File: config.mk
export PLATFORM = sky130hd
export DESIGN_NAME = osc_select_unlock_ctrl
export DESIGN_NICKNAME = d
export VERILOG_FILES = /design/src/logic/osc_sync2.v /design/src/logic/osc_unlock_fsm.v /design/src/logic/osc_select_unlock_ctrl.v
export VERILOG_INCLUDE_DIRS = /design/src /design/src/logic
export SDC_FILE = /design/constraint.sdc
export NUM_CORES = 1
export LEC_CHECK = 0
export BUFFER_PORTS_ARGS = -buffer_cell sky130_fd_sc_hd__buf_2
export CORE_UTILIZATION = 49
export DETAILED_ROUTE_END_ITERATION = 10
export GPL_TIMING_DRIVEN = 0
export PLACE_DENSITY = 0.89
export REMOVE_ABC_BUFFERS = 1
export SKIP_LAST_GASP = 1
export SYNTH_ARGS = -nofsm -noshare
export SYNTH_HDL_FRONTEND = slang
export SYNTH_HIERARCHICAL = 1
export SYNTH_SLANG_ARGS = --single-unit
File: constraint.sdc
create_clock -name pclk -period 2.7 [get_ports pclk]
set_clock_uncertainty 0.15 [all_clocks]
set_input_delay 0.135 -clock pclk [delete_from_list [all_inputs] [get_ports pclk]]
set_output_delay 0.135 -clock pclk [all_outputs]
set_load 0.05 [all_outputs]
File: src/logic/osc_consts.vh
`ifndef OSC_CONSTS_VH
`define OSC_CONSTS_VH
// Register byte addresses on the APB.
`define OSC_ADDR_CTRL      12'h000
`define OSC_ADDR_STATUS    12'h004
`define OSC_ADDR_IRQ_STAT  12'h008
`define OSC_ADDR_IRQ_EN    12'h00c
`define OSC_ADDR_IRQ_CLR   12'h010
// Control register fields and reset value.
`define OSC_BIT_INT_EN     7
`define OSC_BIT_XTL_EN     6
`define OSC_BIT_WDT_EN     5
`define OSC_BIT_PFAIL_EN   4
`define OSC_BIT_WFAIL_EN   3
`define OSC_SEL_MSB        2
`define OSC_CTRL_RESET     8'ha0
// Unlock values.
`define OSC_UNLOCK_1       8'he7
`define OSC_UNLOCK_2       8'h18
// Clock select codes.
`define OSC_SEL_IPO_FAST   3'h0
`define OSC_SEL_IPO_SLOW   3'h1
`define OSC_SEL_XTAL       3'h2
`define OSC_SEL_WDOG       3'h3
`define OSC_SEL_EXT_PIN    3'h4
// Interrupt status bits.
`define OSC_IRQ_PFAIL      0
`define OSC_IRQ_WFAIL      1
`define OSC_IRQ_BAD_SEQ    2
`define OSC_IRQ_UPDATED    3
`define OSC_IRQ_W          4
// Watchdog oscillator failure window in system clocks.
`define OSC_WFAIL_CYCLES   8004
`endif

File: src/logic/osc_sync2.v
`timescale 1ns/100ps
// Two-flop synchroniser for one pin level.
module osc_sync2 (
    input  wire pclk,
    input  wire presetn,
    input  wire d,
    output reg  q
);
    reg meta_q;

    // First flop feeds only the second one.
    always @(posedge pclk or negedge presetn) begin
        if (!presetn) begin
            meta_q <= 1'b0;
            q      <= 1'b0;
        end else begin
            meta_q <= d;
            q      <= meta_q;
        end
    end
endmodule

File: src/logic/osc_unlock_fsm.v
`timescale 1ns/100ps
`include "osc_consts.vh"
// Unlock sequencer for the oscillator control register.
module osc_unlock_fsm (
    input  wire       pclk,
    input  wire       presetn,
    input  wire       wr_ctrl,
    input  wire [7:0] wdata,
    output wire       commit,
    output wire       bad_seq,
    output wire [1:0] lock_state
);
    localparam [2:0] ST_LOCKED = 3'h1;
    localparam [2:0] ST_HALF   = 3'h2;
    localparam [2:0] ST_OPEN   = 3'h4;

    reg [2:0] state_q;
    reg [2:0] state_d;

    // Commit only the write that follows a full unlock pair.
    assign commit  = wr_ctrl && (state_q == ST_OPEN);
    // A write that breaks the pair is discarded and flagged.
    assign bad_seq = wr_ctrl && (((state_q == ST_LOCKED) && (wdata != `OSC_UNLOCK_1))
                   || ((state_q == ST_HALF) && (wdata != `OSC_UNLOCK_2)));
    assign lock_state = (state_q == ST_OPEN) ? 2'h2 : ((state_q == ST_HALF) ? 2'h1 : 2'h0);

    // Only writes to this register move the machine, so other traffic in between is harmless.
    always @* begin
        state_d = state_q;
        if (wr_ctrl) begin
            case (state_q)
                ST_LOCKED: state_d = (wdata == `OSC_UNLOCK_1) ? ST_HALF : ST_LOCKED; // see RL1
                ST_HALF:   state_d = (wdata == `OSC_UNLOCK_2) ? ST_OPEN : ST_LOCKED; // see RL4
                ST_OPEN:   state_d = ST_LOCKED; // see RL2
                default:   state_d = ST_LOCKED;
            endcase
        end
    end

    // Reset always lands in the locked state.
    always @(posedge pclk or negedge presetn) begin
        if (!presetn) begin
            state_q <= ST_LOCKED; // see RL17
        end else begin
            state_q <= state_d;
        end
    end
endmodule

File: src/logic/osc_select_unlock_ctrl.v
// Behaviour
// RL1: The control register unlocks only after 0xe7 then 0x18 are written to it.
// RL2: The write after the unlock pair becomes the register value and relocks it.
// RL3: Any other write sequence leaves the stored value unchanged.
// RL4: The two unlock values must be ordered but need not be on consecutive bus cycles.
// RL5: Accesses to other registers in between do not disturb the unlock progress.
// RL6: Software disables both failure detections before switching the clock source.
// RL7: A failure seen during a switch with detection enabled may raise a failure interrupt.
// RL8: Failure detection may be enabled again any time after a committed select write.
// RL9: After reset the internal precision oscillator is enabled.
// RL10: Changing the clock source never clears the internal oscillator enable by itself.
// RL11: Crystal use needs option mode set, unlock, enable, wait for stability, then select.
// RL12: External RC needs option mode, unlock, crystal circuit enable, then select.
// RL13: External clock needs its port pin configured, then unlock and select.
// RL14: Watchdog oscillator must be running before it is unlocked and selected.
// RL15: The select field maps 000 fast INTERNAL_PRECISION_OSC, 001 slow INTERNAL_PRECISION_OSC, 010 crystal, 011 watchdog, 100 pin.
// RL16: The primary failure enable turns on both detection and recovery together.
// RL17: Reset starts locked, and reads return the stored value in every lock state.
//
// Decided for this implementation: the register addresses and the APB interface to the registers.
`timescale 1ns/100ps
`include "osc_consts.vh"
module osc_select_unlock_ctrl (
    input  wire        pclk,
    input  wire        presetn,
    input  wire        psel,
    input  wire        penable,
    input  wire        pwrite,
    input  wire [11:0] paddr,
    input  wire [31:0] pwdata,
    output reg  [31:0] prdata,
    output reg         pready,
    output reg         pslverr,
    input  wire        primary_osc_fail,
    input  wire        wdog_osc_tick,
    output reg  [7:0]  osc_control_reg,
    output reg  [2:0]  sys_clock_select,
    output reg         internal_osc_en,
    output reg         crystal_osc_en,
    output reg         wdog_osc_en,
    output reg         irq
);
    reg  [`OSC_IRQ_W-1:0] irq_stat_q;
    reg  [`OSC_IRQ_W-1:0] irq_en_q;
    reg  [`OSC_IRQ_W-1:0] irq_set;
    reg  [`OSC_IRQ_W-1:0] irq_clr;
    reg  [13:0]           wfail_cnt_q;
    reg                   tick_d1_q;
    reg                   recovered_q;
    reg  [31:0]           rdata_d;
    reg                   addr_ok;
    wire                  pfail_s;
    wire                  wtick_s;
    wire                  wr_ctrl;
    wire                  commit;
    wire                  bad_seq;
    wire [1:0]            lock_state;
    wire                  access;
    wire                  wtick_edge;
    wire                  pfail_en;
    wire                  wfail_en;
    wire                  wfail_hit;
    wire [2:0]            sel_field;

    // Failure and tick pins come from other oscillators, so both are synchronised.
    osc_sync2 u_sync_pfail (
        .pclk    (pclk),
        .presetn (presetn),
        .d       (primary_osc_fail),
        .q       (pfail_s)
    );
    osc_sync2 u_sync_wtick (
        .pclk    (pclk),
        .presetn (presetn),
        .d       (wdog_osc_tick),
        .q       (wtick_s)
    );

    // Access phase of an APB transfer; every access takes one wait state before pready.
    assign access  = psel && penable && !pready;
    assign wr_ctrl = access && pwrite && (paddr == `OSC_ADDR_CTRL);

    // The sequencer only sees control register writes.
    osc_unlock_fsm u_unlock (
        .pclk       (pclk),
        .presetn    (presetn),
        .wr_ctrl    (wr_ctrl), // see RL5
        .wdata      (pwdata[7:0]),
        .commit     (commit),
        .bad_seq    (bad_seq),
        .lock_state (lock_state)
    );

    assign pfail_en  = osc_control_reg[`OSC_BIT_PFAIL_EN];
    assign wfail_en  = osc_control_reg[`OSC_BIT_WFAIL_EN];
    assign sel_field = osc_control_reg[`OSC_SEL_MSB:0];
    assign wtick_edge = wtick_s && !tick_d1_q;
    assign wfail_hit = (wfail_cnt_q == 14'd`OSC_WFAIL_CYCLES);

    // Address decode and read mux; unmapped addresses answer with an error.
    always @* begin
        rdata_d = 32'h0000_0000;
        addr_ok = 1'b1;
        case (paddr)
            `OSC_ADDR_CTRL:     rdata_d = {24'h00_0000, osc_control_reg}; // see RL17
            `OSC_ADDR_STATUS:   rdata_d = {27'h000_0000, recovered_q, sys_clock_select,
                                           1'b0} | {30'h0000_0000, lock_state};
            `OSC_ADDR_IRQ_STAT: rdata_d = {28'h000_0000, irq_stat_q};
            `OSC_ADDR_IRQ_EN:   rdata_d = {28'h000_0000, irq_en_q};
            `OSC_ADDR_IRQ_CLR:  rdata_d = 32'h0000_0000;
            default:            addr_ok = 1'b0;
        endcase
    end

    // APB answer: pready pulses for one cycle in the access phase.
    always @(posedge pclk or negedge presetn) begin
        if (!presetn) begin
            pready  <= 1'b0;
            pslverr <= 1'b0;
            prdata  <= 32'h0000_0000;
        end else begin
            pready  <= access;
            pslverr <= access && !addr_ok;
            if (access && !pwrite) begin
                prdata <= rdata_d;
            end
        end
    end

    // Control register only changes on a committed write after the pair.
    // A committed write loads the enables together with select, so software must write them
    // set to keep its oscillators running.
    always @(posedge pclk or negedge presetn) begin
        if (!presetn) begin
            osc_control_reg <= `OSC_CTRL_RESET; // see RL9
        end else if (commit) begin
            osc_control_reg <= pwdata[7:0]; // see RL2
        end // see RL3
    end // see RL10

    // Select decode; a reserved code keeps the last legal source.
    always @(posedge pclk or negedge presetn) begin
        if (!presetn) begin
            sys_clock_select <= `OSC_SEL_IPO_FAST;
            internal_osc_en  <= 1'b1; // see RL9
            crystal_osc_en   <= 1'b0;
            wdog_osc_en      <= 1'b1;
            recovered_q      <= 1'b0;
        end else begin
            internal_osc_en <= osc_control_reg[`OSC_BIT_INT_EN]; // see RL10
            crystal_osc_en  <= osc_control_reg[`OSC_BIT_XTL_EN];
            wdog_osc_en     <= osc_control_reg[`OSC_BIT_WDT_EN];
            if (commit) begin
                recovered_q <= 1'b0;
            end else if (pfail_s && pfail_en && wdog_osc_en
                         && (sys_clock_select != `OSC_SEL_WDOG)) begin
                recovered_q <= 1'b1; // see RL16
            end
            if (recovered_q) begin
                sys_clock_select <= `OSC_SEL_WDOG; // see RL16
            end else if (sel_field <= `OSC_SEL_EXT_PIN) begin
                sys_clock_select <= sel_field; // see RL15
            end
        end
    end

    // Watchdog oscillator watcher counts system clocks between its ticks.
    // It cannot work while that oscillator is the system clock; a stopped one is caught after the window.
    always @(posedge pclk or negedge presetn) begin
        if (!presetn) begin
            tick_d1_q   <= 1'b0;
            wfail_cnt_q <= 14'h0000;
        end else begin
            tick_d1_q <= wtick_s;
            if (wtick_edge || !wfail_en || wfail_hit || commit) begin
                wfail_cnt_q <= 14'h0000; // see RL8
            end else begin
                wfail_cnt_q <= wfail_cnt_q + 14'h0001;
            end
        end
    end

    // Sticky events; a set in the clearing cycle wins.
    always @* begin
        irq_set = {`OSC_IRQ_W{1'b0}};
        irq_set[`OSC_IRQ_PFAIL]   = pfail_s && pfail_en; // see RL7
        irq_set[`OSC_IRQ_WFAIL]   = wfail_hit && wfail_en; // see RL7
        irq_set[`OSC_IRQ_BAD_SEQ] = bad_seq; // see RL3
        irq_set[`OSC_IRQ_UPDATED] = commit; // see RL8
        irq_clr = (access && pwrite && (paddr == `OSC_ADDR_IRQ_CLR)) ?
                  pwdata[`OSC_IRQ_W-1:0] : {`OSC_IRQ_W{1'b0}};
    end

    always @(posedge pclk or negedge presetn) begin
        if (!presetn) begin
            irq_stat_q <= {`OSC_IRQ_W{1'b0}};
            irq_en_q   <= {`OSC_IRQ_W{1'b0}};
            irq        <= 1'b0;
        end else begin
            irq_stat_q <= (irq_stat_q & ~irq_clr) | irq_set;
            if (access && pwrite && (paddr == `OSC_ADDR_IRQ_EN)) begin
                irq_en_q <= pwdata[`OSC_IRQ_W-1:0];
            end
            irq <= |(irq_stat_q & irq_en_q);
        end
    end
endmodule

* Yosys cells after proc, flatten, opt, wreduce, memory -nomap -nowiden *
Index checks and enable logic that the tools add are counted.

storage, ports and cells
  bits in registers = 80
  input port bits = 51
  output and inout port bits = 49
  word-level logic and storage cells = 83

cells by class
  $add $sub $neg = 1
  $lt $le $gt $ge = 1
  eq/ne operators = 13
  multiplexer cells = 13
  bitwise operators = 5
  reductions and logical operators = 31

operator list
  operator                                                            number
  8-bit case mux with 4 select lines                                  1
  12-bit by 4-bit == test with 1-bit output (second input constant)   2
  1-bit logical AND                                                   17
  14-bit by 1-bit adder with 14-bit output (second input constant)    1
  14-bit by 13-bit == test with 1-bit output (second input constant)  1
  14-bit two-way mux                                                  1
  12-bit by 3-bit == test with 1-bit output (second input constant)   1
  12-bit by 5-bit == test with 1-bit output (second input constant)   1
  12-bit zero test                                                    1
  3-bit two-way mux                                                   3
  4-bit bitwise AND                                                   2
  8-bit by 5-bit == test with 1-bit output (second input constant)    1
  8-bit == test (second input constant)                               1
  8-bit by 5-bit != test with 1-bit output (second input constant)    1
  8-bit != test (second input constant)                               1
  3-bit case mux with 2 select lines                                  1
  1-bit zero test                                                     5
  5-bit by 2-bit OR with 5-bit output                                 1
  5-bit OR reduction                                                  1
  1-bit logical OR                                                    4
  1-bit two-way mux                                                   4
  2-bit two-way mux                                                   2
  4-bit two-way mux                                                   1
  4-bit NOT                                                           1
  8 further kinds                                                     9

* Longest topological paths before layout *
Gate-level depths: netlist of run 1.

  word-level depth = 8
  mapped depth = 10
  gate-level depth less buffers = 9

* By module *
The synthesis of run 1 kept the hierarchy.

modules (own cells, without submodules)
  module                  times used  cells an instance  area an instance (sq um)  sequential area each (sq um)
  osc_select_unlock_ctrl  1           222                2419.8                    1231.2
  osc_unlock_fsm          1           23                 232.7                     76.3
  osc_sync2               2           2                  50.0                      50.0

* Least setup slack after synthesis of run 1 *
No wires, ideal clock.

  kind = input port to flip-flop
  start = input paddr[1]
  end = register wfail_cnt_q[10]
  library setup time = 0.132 ns
  arrival time = 2.603 ns
  data required time = 2.418 ns
  setup slack = -0.185 ns
  stages on the path = 10
  buffers on the path = 1
  path through = or4_4 -> or4_4 -> or3_4 -> nor2_1 -> and2_1 -> nand2b_1 -> a21oi_1 -> o31ai_1 -> clkbuf_1 -> nor2_1

on the way
  word-level cells in the longest chain between the ends = 5

ends and longest elaborated chain
  item                  RTL line                      text
  from (decl)           osc_select_unlock_ctrl.v:29   input wire [11:0] paddr,
  12-bit zero test      --
  1-bit logical AND     osc_select_unlock_ctrl.v:81   assign wr_ctrl = access && pwrite && (paddr == `OSC_ADDR_CTRL);
  via wr_ctrl           osc_select_unlock_ctrl.v:54   wire wr_ctrl;
  1-bit logical AND     osc_unlock_fsm.v:21           assign commit = wr_ctrl && (state_q == ST_OPEN);
  via commit            osc_select_unlock_ctrl.v:55   wire commit;
  1-bit logical OR      osc_select_unlock_ctrl.v:175  if (wtick_edge || !wfail_en || wfail_hit || commit) begin
  14-bit two-way mux    osc_select_unlock_ctrl.v:175
  to (signal assigned)  osc_select_unlock_ctrl.v:178  wfail_cnt_q <= wfail_cnt_q + 14'h0001;
  to (decl)             osc_select_unlock_ctrl.v:47   reg [13:0] wfail_cnt_q;

The timed path passes the listed nets, and every way through them passes these cells.
A chain may end at the register's enable or synchronous reset.

* Worst setup path in the final report of run 1 *
  start = input paddr[1]
  end = register wfail_cnt_q[2]

The elaborated chain is that of the path after synthesis.

==> results.yml, run 1 <==
route:
  drc: 0
  vias_per_cell: 5.40
  wirelength_um: 5820
  vias: 2111
  wl_per_cell_um: 14.9
  drt_iter0_drc: 156
  ant_nets: 0
  drt_pass1_iterations: 4
power_and_ir_drop:
  leakagePower_nw: 1.53
  fin_total_pwr_mw: 1.48
  power_density_mw_per_mm2: 451
  ir_drop_mv: 0.277
die:
  die_y_um: 77.0
  die_area_mm2: 0.00592
  rows: 26
  io_pins: 100
  initial_core_util_pct: 52.2
  fp.dieW_um: 77.0
  core_mm2: 0.00527
setup_path:
  path_cells: "buf_2 > or4_4 > or4_4 > or3_4 > nor2_4 > and2_4 > nand2b_1 > a21oi_1 > o31ai_4 > nor2_1"
  end_kind: "register"
  crit_family: "simple AND/OR/NAND/NOR gates"
  worstSetupPathType: "input pin to register"
  critPathMaxFanout: 14
  crit_required_ns: 2.72
  crit_top_cell: "or4_4"
  crit_arrival_ns: 2.60
  critPathBufInv: 1
  slowest_delay_ns: 0.53
  cp_slowest_cell: "or4_4"
  cp-start-kind: "input pin"
place:
  dpl_cell_area_mm2: 0.00299
  place.gp.congestion: 0.814
  dp_hpwl_um: 4040
  io_buffers: 51
clocking:
  clock_path_buffers: 2
  cts.reportedPaths.clkPinSlew_ns: 0.09
  cts_tree: "built"
  cts_root_buffer: "clkbuf_8"
  cts_made_buffers: 5
  clock_sinks: 56
  cts-htree-levels: 2
  insertion_delay_ns: 0.31
sta:
  relSlewSlack_pct: 20.2
  setup_viol: 0
  fmax_ghz: 0.387
  rsz0062_at_grt: "false"
  fin_crit_sh_pct: 95.7
  slew_violations: 0
  hold_viol: 0
  final.min_clock_period_ns: 2.58
  hold_ws_ns: 0.0312
  tightestPinTransition_ns: 1.20
finish:
  nNetsFinal: 373
  drive_gt1_share_pct: 29.6
  fin_area_mm2: 0.00328
  largest_reg_flops: 14
  area_delta_synth_final_pct: 19.1
  antenna_cells: 0
yosys:
  yosys_most_used_dff: "dfrtp_1"
  synth_cell_types: 49
  synthCells: 249
  synth_seq_cells: 56
  synth_edf_count: 0
  avgSynthCellArea_um2: 11.1
  netlist_area_mm2: 0.00275
  yosysWarnings: 6
  ys_seq_area_share_pct: 51.1
  async_flop_share_pct: 100
global_route:
  overflow: 0
  grt_max_degree: 57
  grt_pass1_wl_um: 9680
  grt_antenna_before_repair: 0
  track_usage_pct: 21.3
  grt_pass1_vias: 2026
outcome:
  status: "complete, no violations"
run:
  maxCapViolCount: 0
worst_hold_path:
  hold_class: "input pin to register"
-- cells by family after synthesis --
kind of cell,after synthesis,synth area share (%)
and+or+nand+nor,94,20.4
DFF,56,51.1
buffers and inverters,38,8.45
AOI/OAI and AO/OA,30,6.91
muxes,17,8.55
xor gates and xnor gates,11,3.50
adders and majority gates,2,0.909
other,1,0.136
-- Yosys cell counts (2+ instances only) --
cell type  count  area share [%]
dfrtp_1       51              46
nor2_1        25             3.4
buf_4         24             6.5
nand2_1       16             2.2
mux2_2        11             4.5
inv_1          9             1.2
xor2_1         9             2.9
a21oi_1        7             1.3
nand2b_1       6             1.4
nand3_1        6             1.1
o21ai_0        6             1.1
clkbuf_1       5            0.68
dfstp_2        5             4.8
nand4_1        5             1.1
mux4_2         4             3.3
or2_2          4            0.91
a31oi_1        3            0.68
and4_1         3            0.95
nand3b_1       3            0.82
nand4b_1       3            0.95
nor2b_1        3            0.68
o21bai_1       3            0.82
a22o_1         2            0.64
a22oi_1        2            0.55
and2_1         2            0.45
ha_1           2            0.91
nor3_1         2            0.36
nor3b_1        2            0.55
nor4_4         2             1.5
o21ai_1        2            0.36
or3_1          2            0.45
or4_4          2            0.82
xnor2_1        2            0.64
-- cell type report --
type                            count  area (µm²)
Fill cell                         388        1990
Sequential cell                    56        1410
Multi-Input combinational cell    178        1220
Timing Repair Buffer               70         438
Clock buffer                        8        90.1
Tap cell                           70        87.6
Inverter                            9        33.8
-- final timing paths --
check                           slack, ns                start        endpoint  cells after the start
worst max-delay path                 0.12             paddr[1]  wfail_cnt_q[2]                     10
worst max register to register       0.63               pready  wfail_cnt_q[2]                      7
min in group asynchronous            0.47              presetn   irq_stat_q[2]                      2
max in group asynchronous            1.21              presetn  wfail_cnt_q[1]                      2
worst min-delay path                 0.03             paddr[3]       prdata[4]                      2
worst min register to register       0.20  u_sync_wtick/meta_q  u_sync_wtick/q                      0
-- report_power, final --
group / internal (mW) / total [mW] / switching [mW]
combinational: 0.0409 / 0.167 / 0.126
sequential: 0.844 / 0.846 / 0.00236
clock: 0.210 / 0.466 / 0.256
-- metal layers --
| layer | wire [µm] | part of all wire, % | track usage (%) | vias to the layer above |
|---|---|---|---|---|
| met4 | 205 | 3.5 | 13.5 | 0 |
| met5 | 0 | 0 | 0 | - |
| met2 | 2910 | 50 | 33.8 | 99 |
| li1 | - | - | - | 963 |
| met1 | 2340 | 40 | 26.1 | 1027 |
| met3 | 362 | 6.2 | 5.12 | 22 |
-- cells in the final DEF (no fill, tap or decap), types with 2 or more instances in the layout --
master	count
nor3_1	2
a22oi_1	2
clkbuf_8	6
buf_2	51
nand3b_1	3
dfstp_2	5
dfrtp_1	51
a31oi_1	3
xnor2_1	2
or4_4	2
nor4_4	2
buf_4	3
a21oi_1	7
clkbuf_1	2
and4_1	3
nor3b_1	2
nand2b_1	6
nor2b_1	3
mux4_2	4
mux2_2	11
o21ai_1	2
inv_1	9
a22o_1	2
o21ai_0	6
nand2_1	16
nand4b_1	3
o21bai_1	3
nand4_1	5
conb_1	24
or2_2	4
ha_1	2
nor2_1	24
xor2_1	9
nand3_1	6
dlygate4sd3_1	16
or3_1	2
-- metrics by stage --
stage	instances	setup slack (ns)	TNS [ns]	utilization [%]
after CTS	387	0.0716	0	61.6
after global routing	391	0.0304	0	62.2
after floorplan	243	-0.309	-4.51	-
final	391	0.116	0	62.2
after detailed placement	364	-0.750	-14.56	56.7
after global placement	364	-0.826	-15.11	56.6
-- timing repair --
| action | in CTS | in global routing |
|---|---|---|
| resized for setup | 5 | 0 |
| setup endpoints to repair | 23 | 12 |
| setup buffers | 0 | 3 |
| pin swaps | 1 | 0 |
| cloned | 0 | 0 |
| hold buffers | 15 | 1 |
| hold endpoints to repair | 71 | 2 |
No activity file was read; power rests on OpenSTA's default activity.
==> run 2: changes to the inputs <==
Settings changed: CORE_ASPECT_RATIO from default to 0.9.
==> run 2 against run 1 <==
  * The flow now finishes with violations (hold timing)
  * Critical path depth did not move
  * Sequential cell count unchanged
  * Non-clock buffer count unchanged
  * Die area hardly changed
  * Global-route usage is 0.89 points lower
  * Wire length decreased by 3.8%
  * Critical path type unchanged
  * Largest cell class unchanged
==> results.yml, run 2 (same netlist as run 1, synthesis figures left out) <==
outcome:
  status: "finished, violations left"
  violations: "hold timing"
route:
  vias_per_cell: 5.34
  drc: 0
  ant_nets: 0
  drt_pass1_iterations: 4
  drt_iter0_drc: 166
  vias: 2070
  wirelength_um: 5600
  wl_per_cell_um: 14.4
setup_path:
  crit_family: "simple AND/OR/NAND/NOR gates"
  reg2reg_to: "wfail_cnt_q[2]"
  critPathBufInv: 1
  end_kind: "register"
  r2r.worst_path.cells: 6
  slowest_delay_ns: 0.53
  crit_top_cell: "or4_4"
  rrSetupSlack_ns: 0.58
  cp-start-kind: "input pin"
  cp_slowest_cell: "or4_4"
  worstSetupPathType: "input pin to register"
  path_cells: "buf_2 > or4_4 > or4_4 > or3_4 > nor2_2 > and2_4 > nand2b_1 > a21oi_1 > o31ai_4 > nor2_1"
  crit-reg2reg-launch: "wfail_cnt_q[0]"
  crit_required_ns: 2.71
  critPathMaxFanout: 14
  crit_arrival_ns: 2.61
worst_hold_path:
  hp-start: "psel"
  hold_class: "input pin to register"
  hold_end: "pslverr"
  whs_path_depth: 3
place:
  dpl_cell_area_mm2: 0.00298
  place.gp.congestion: 0.824
  io_buffers: 51
  post-place-ws_ns: -0.728
  dp_hpwl_um: 3850
  post-place-cells: 361
global_route:
  grt_antenna_before_repair: 0
  track_usage_pct: 20.4
  grt_max_degree: 57
  grt_pass1_vias: 1937
  grt_pass1_wl_um: 9180
  overflow: 0
die:
  rows: 25
  die_area_mm2: 0.00592
  core_mm2: 0.00532
  io_pins: 100
  die_y_um: 73.1
  fp.dieW_um: 81.0
  initial_core_util_pct: 51.8
sta:
  hold_viol: 1
  relSlewSlack_pct: 20.5
  setup_viol: 0
  fmax_ghz: 0.385
  slew_violations: 0
  hold_ws_ns: -0.00390
  worst_slack_ns: 0.102
  final.min_clock_period_ns: 2.60
  tns_ns: 0
  tightestPinTransition_ns: 1.19
  fin_crit_sh_pct: 96.2
run:
  maxCapViolCount: 0
clocking:
  clock_sinks: 56
  cts_made_buffers: 5
  cts.reportedPaths.clkPinSlew_ns: 0.10
  cts_tree: "built"
  cts-htree-levels: 2
  insertion_delay_ns: 0.31
  cts_root_buffer: "clkbuf_8"
  clock_path_buffers: 2
power_and_ir_drop:
  intPower_mw: 1.07
  switching_power_mw: 0.382
  p_clk_share_pct: 30.2
  combPwrFrac_pct: 11.4
  netSwitchingFraction_pct: 26.4
  leakagePower_nw: 1.52
  seqPwrFrac_pct: 58.4
  fin_total_pwr_mw: 1.45
  ir_drop_mv: 0.236
  power_density_mw_per_mm2: 444
finish:
  fin_cells: 388
  nNetsFinal: 373
  area_delta_synth_final_pct: 18.4
  fin_area_mm2: 0.00326
  antenna_cells: 0
  post-route-util_pct: 61.3
  layout_common_cells: "dfrtp_1, buf_2, nor2_1, conb_1, nand2_1"
  largest_reg_flops: 14
  drive_gt1_share_pct: 29.9
-- run 2: worst register-to-register path, stage by stage (launching register included) --
cell	delay (ns)
dfrtp_1	0.43
inv_1	0.08
ha_1	0.13
nor4bb_1	0.31
nand3_1	0.19
o31ai_4	0.57
nor2_1	0.12
-- run 2: worst max path at each step --
| stage | startpoint | endpoint | slack [ns] | cells after the start |
|---|---|---|---|---|
| floorplan | paddr[1] | wfail_cnt_q[10] | -0.31 | 9 |
| global placement | paddr[1] | wfail_cnt_q[10] | -0.83 | 10 |
| detailed placement | paddr[1] | wfail_cnt_q[12] | -0.73 | 10 |
| CTS | paddr[1] | wfail_cnt_q[2] | 0.03 | 10 |
| global route | paddr[1] | wfail_cnt_q[8] | -0.0002 | 10 |
| finish | paddr[1] | wfail_cnt_q[2] | 0.10 | 10 |
-- run 2: area by class of cell --
| type | instances | area (µm²) |
|---|---|---|
| inverter | 9 | 33.8 |
| tap | 67 | 83.8 |
| sequential | 56 | 1410 |
| timing repair buffer | 70 | 435 |
| clock buffer | 7 | 76.3 |
| multi-input combinational | 178 | 1220 |
| fill | 425 | 2060 |
| clock inverter | 1 | 5.00 |
-- run 2: repair_timing --
item                                   in CTS  in global routing
gates resized for setup                     4                  0
setup endpoints to repair                  21                 14
pin swaps                                   0                  0
gates cloned                                0                  0
hold buffers                               15                  0
setup buffers                               0                  4
endpoints found under the hold margin      69                  0
-- run 2: power by group through the flow --
stage | Clock (mW) | Combinational, mW | Sequential [mW]
detailed placement | 0 | 0.147 | 0.862
floorplan | 0 | 0.0909 | 0.868
global placement | 0 | 0.146 | 0.862
CTS | 0.441 | 0.164 | 0.846
finish | 0.437 | 0.165 | 0.846
global route | 0.479 | 0.178 | 0.847
-- run 2: per-layer routing --
layer | global-route usage (%) | routed length (µm)
met1 | 28.1 | 2550
met2 | 33.1 | 2640
met3 | 3.25 | 298
met4 | 7.14 | 106
met5 | 0 | 0
==> run 3: changes to the inputs <==
Settings changed: ABC_AREA from default to 1, CORE_UTILIZATION 49 to 50, PLACE_DENSITY 0.89 to 0.9.
==> run 3 against run 2 <==
  * The flow now finishes without violations
  * Critical path depth grew 3
  * First-iteration DRC count grew 54%
  * Fmax increased by 1.6%
  * Sequential cell count unchanged
  * Total power grew 7.6%
  * Critical path type unchanged
  * Critical endpoint is now wfail_cnt_q[7]
==> results.yml, run 3 <==
place:
  post-place-ws_ns: -0.204
  dp_hpwl_um: 4840
  place.gp.congestion: 0.859
  io_buffers: 51
sta:
  setup_viol: 0
  final.min_clock_period_ns: 2.56
  fin_crit_sh_pct: 94.7
  slew_violations: 0
  worst_slack_ns: 0.143
  hold_viol: 0
  relSlewSlack_pct: 19.8
  tightestPinTransition_ns: 1.20
  hold_ws_ns: 0.0164
  fmax_ghz: 0.391
finish:
  area_delta_synth_final_pct: 17.2
  layout_commonest_cell: "nand2_1"
  layout_common_cells: "nand2_1, dfrtp_1, buf_2"
  ff_latch_area_mm2: 0.00141
  fill_cells: 459
  drive_gt1_share_pct: 18.6
  largest_reg_flops: 14
  nNetsFinal: 494
  multi_input_area_mm2: 0.00122
  antenna_cells: 0
global_route:
  grt_pass1_wl_um: 10800
  track_usage_pct: 23.4
  overflow: 0
  grt_max_degree: 57
  grt_pass1_vias: 2475
  grt_antenna_before_repair: 0
setup_path:
  crit_arrival_ns: 2.59
  cp-start-kind: "input pin"
  r2r.worst_path.cells: 10
  reg2reg_to: "wfail_cnt_q[7]"
  crit-reg2reg-launch: "pready"
  slowest_delay_ns: 0.53
  crit_family: "simple AND/OR/NAND/NOR gates"
  path_cells: "dlygate4sd3_1 > buf_2 > nand2_1 > nor2_2 > inv_1 > nor3_2 > inv_1 > nor4_4 > inv_1 > nand2_1 > a21oi_1 > o21ai_2 > nor2_1"
  worstSetupPathType: "input pin to register"
  cp_slowest_cell: "dlygate4sd3_1"
  critPathMaxFanout: 14
  crit_required_ns: 2.73
  rrSetupSlack_ns: 0.23
  end_kind: "register"
  startpoint: "penable"
  crit_top_cell: "inv_1"
  critPathBufInv: 5
yosys:
  netlist_area_mm2: 0.00291
  synth_most_common_cell: "nand2_1"
  yosysWarnings: 6
  synth_seq_cells: 56
  synth_area_leaders: "dfrtp_1, nand2_1, buf_4"
  synth_top_area_share_pct: 43.8
  synth_edf_count: 0
  synth_cell_types: 31
  synthCells: 372
  ys_seq_area_share_pct: 48.3
  yosysTopAreaCell: "dfrtp_1"
  synthTopCellsByCount: "nand2_1, dfrtp_1, inv_1, nor2_1, nand3_1"
  avgSynthCellArea_um2: 7.83
  yosys_most_used_dff: "dfrtp_1"
  async_flop_share_pct: 100
worst_hold_path:
  hold_end: "pslverr"
  whs_path_depth: 5
  hold_class: "input pin to register"
  hp-start: "psel"
power_and_ir_drop:
  leakagePower_nw: 1.70
  fin_total_pwr_mw: 1.56
  power_density_mw_per_mm2: 456
  ir_drop_mv: 0.350
route:
  vias: 2677
  vias_per_cell: 5.26
  drt_pass1_iterations: 4
  wirelength_um: 6660
  drc: 0
  wl_per_cell_um: 13.1
  ant_nets: 0
  drt_iter0_drc: 255
clocking:
  cts-htree-levels: 2
  cts_made_buffers: 5
  insertion_delay_ns: 0.31
  cts_tree: "built"
  cts.reportedPaths.clkPinSlew_ns: 0.10
  cts_root_buffer: "clkbuf_8"
  clock_sinks: 56
  clock_path_buffers: 2
die:
  io_pins: 100
  core_mm2: 0.00544
  fp.dieW_um: 82.5
  die_y_um: 74.4
  initial_core_util_pct: 53.5
  rows: 25
  die_area_mm2: 0.00614
outcome:
  status: "complete, no violations"
run:
  maxCapViolCount: 0
==> run 3: logic make-up after synthesis <==
group	synth area share, %
XOR/XNOR	2.10
AND/OR/NAND/NOR	28.1
buffers and inverters	13.3
AO/OA/AOI/OAI	7.21
flip-flops	48.3
other	0.129
adder cells (fa/ha/maj)	0.859
==> run 3: worst min-delay path, delay by kind of cell <==
| family | cells | cell delay (ns) |
|---|---|---|
| buffers and inverters | 1 | 0.09 |
| and+or+nand+nor | 4 | 0.22 |
==> run 3: repair_timing <==
action                     4_1_cts  5_1_grt
setup buffers                    0        2
hold buffers                    13        0
pin swaps                        0        1
gates resized for setup          1        1
hold endpoints to repair        63        0
setup endpoints to repair       14       14
==> run 3: power by group <==
part / switching (mW) / total, mW / internal [mW]
logic: 0.130 / 0.165 / 0.0349
clock network: 0.273 / 0.547 / 0.275
registers: 0.00198 / 0.846 / 0.844
==> run 3: through the flow <==
stage	utilization [%]	setup TNS [ns]	instance area, µm²	cells
after floorplan	-	-8.11	2790	367
after global placement	57.5	-24.04	3130	485
after detailed placement	57.8	-2.41	3150	486
after CTS	62.4	0	3400	507
after global routing	62.8	-0.0420	3420	509
final	62.8	0	3420	509
==> run 3: worst max-delay path by stage <==
stage | to | slack (ns) | depth (start not counted)
finish | wfail_cnt_q[7] | 0.14 | 13
detailed placement | wfail_cnt_q[7] | -0.20 | 13
global route | wfail_cnt_q[7] | -0.01 | 13
global placement | wfail_cnt_q[11] | -1.21 | 13
floorplan | wfail_cnt_q[11] | -0.50 | 10
CTS | wfail_cnt_q[13] | 0.08 | 13
==> run 3: routing by layer <==
metal	track usage (%)	share of wire (%)	vias to the layer above
met5	0	0	-
met4	8.77	1.3	0
met3	4.66	6.5	15
met2	40.4	50	139
met1	29.2	42	1266
li1	-	-	1257
==> run 3: layout make-up <==
cell class              instances  share of cell area (%)
clock buffers                   5                    2.01
clock inverters                 3                    1.25
inverters                      48                    5.27
multi-input cells             263                    35.9
flip-flops and latches         56                    41.2
well taps                      67                    2.45
repair buffers                 67                    11.9
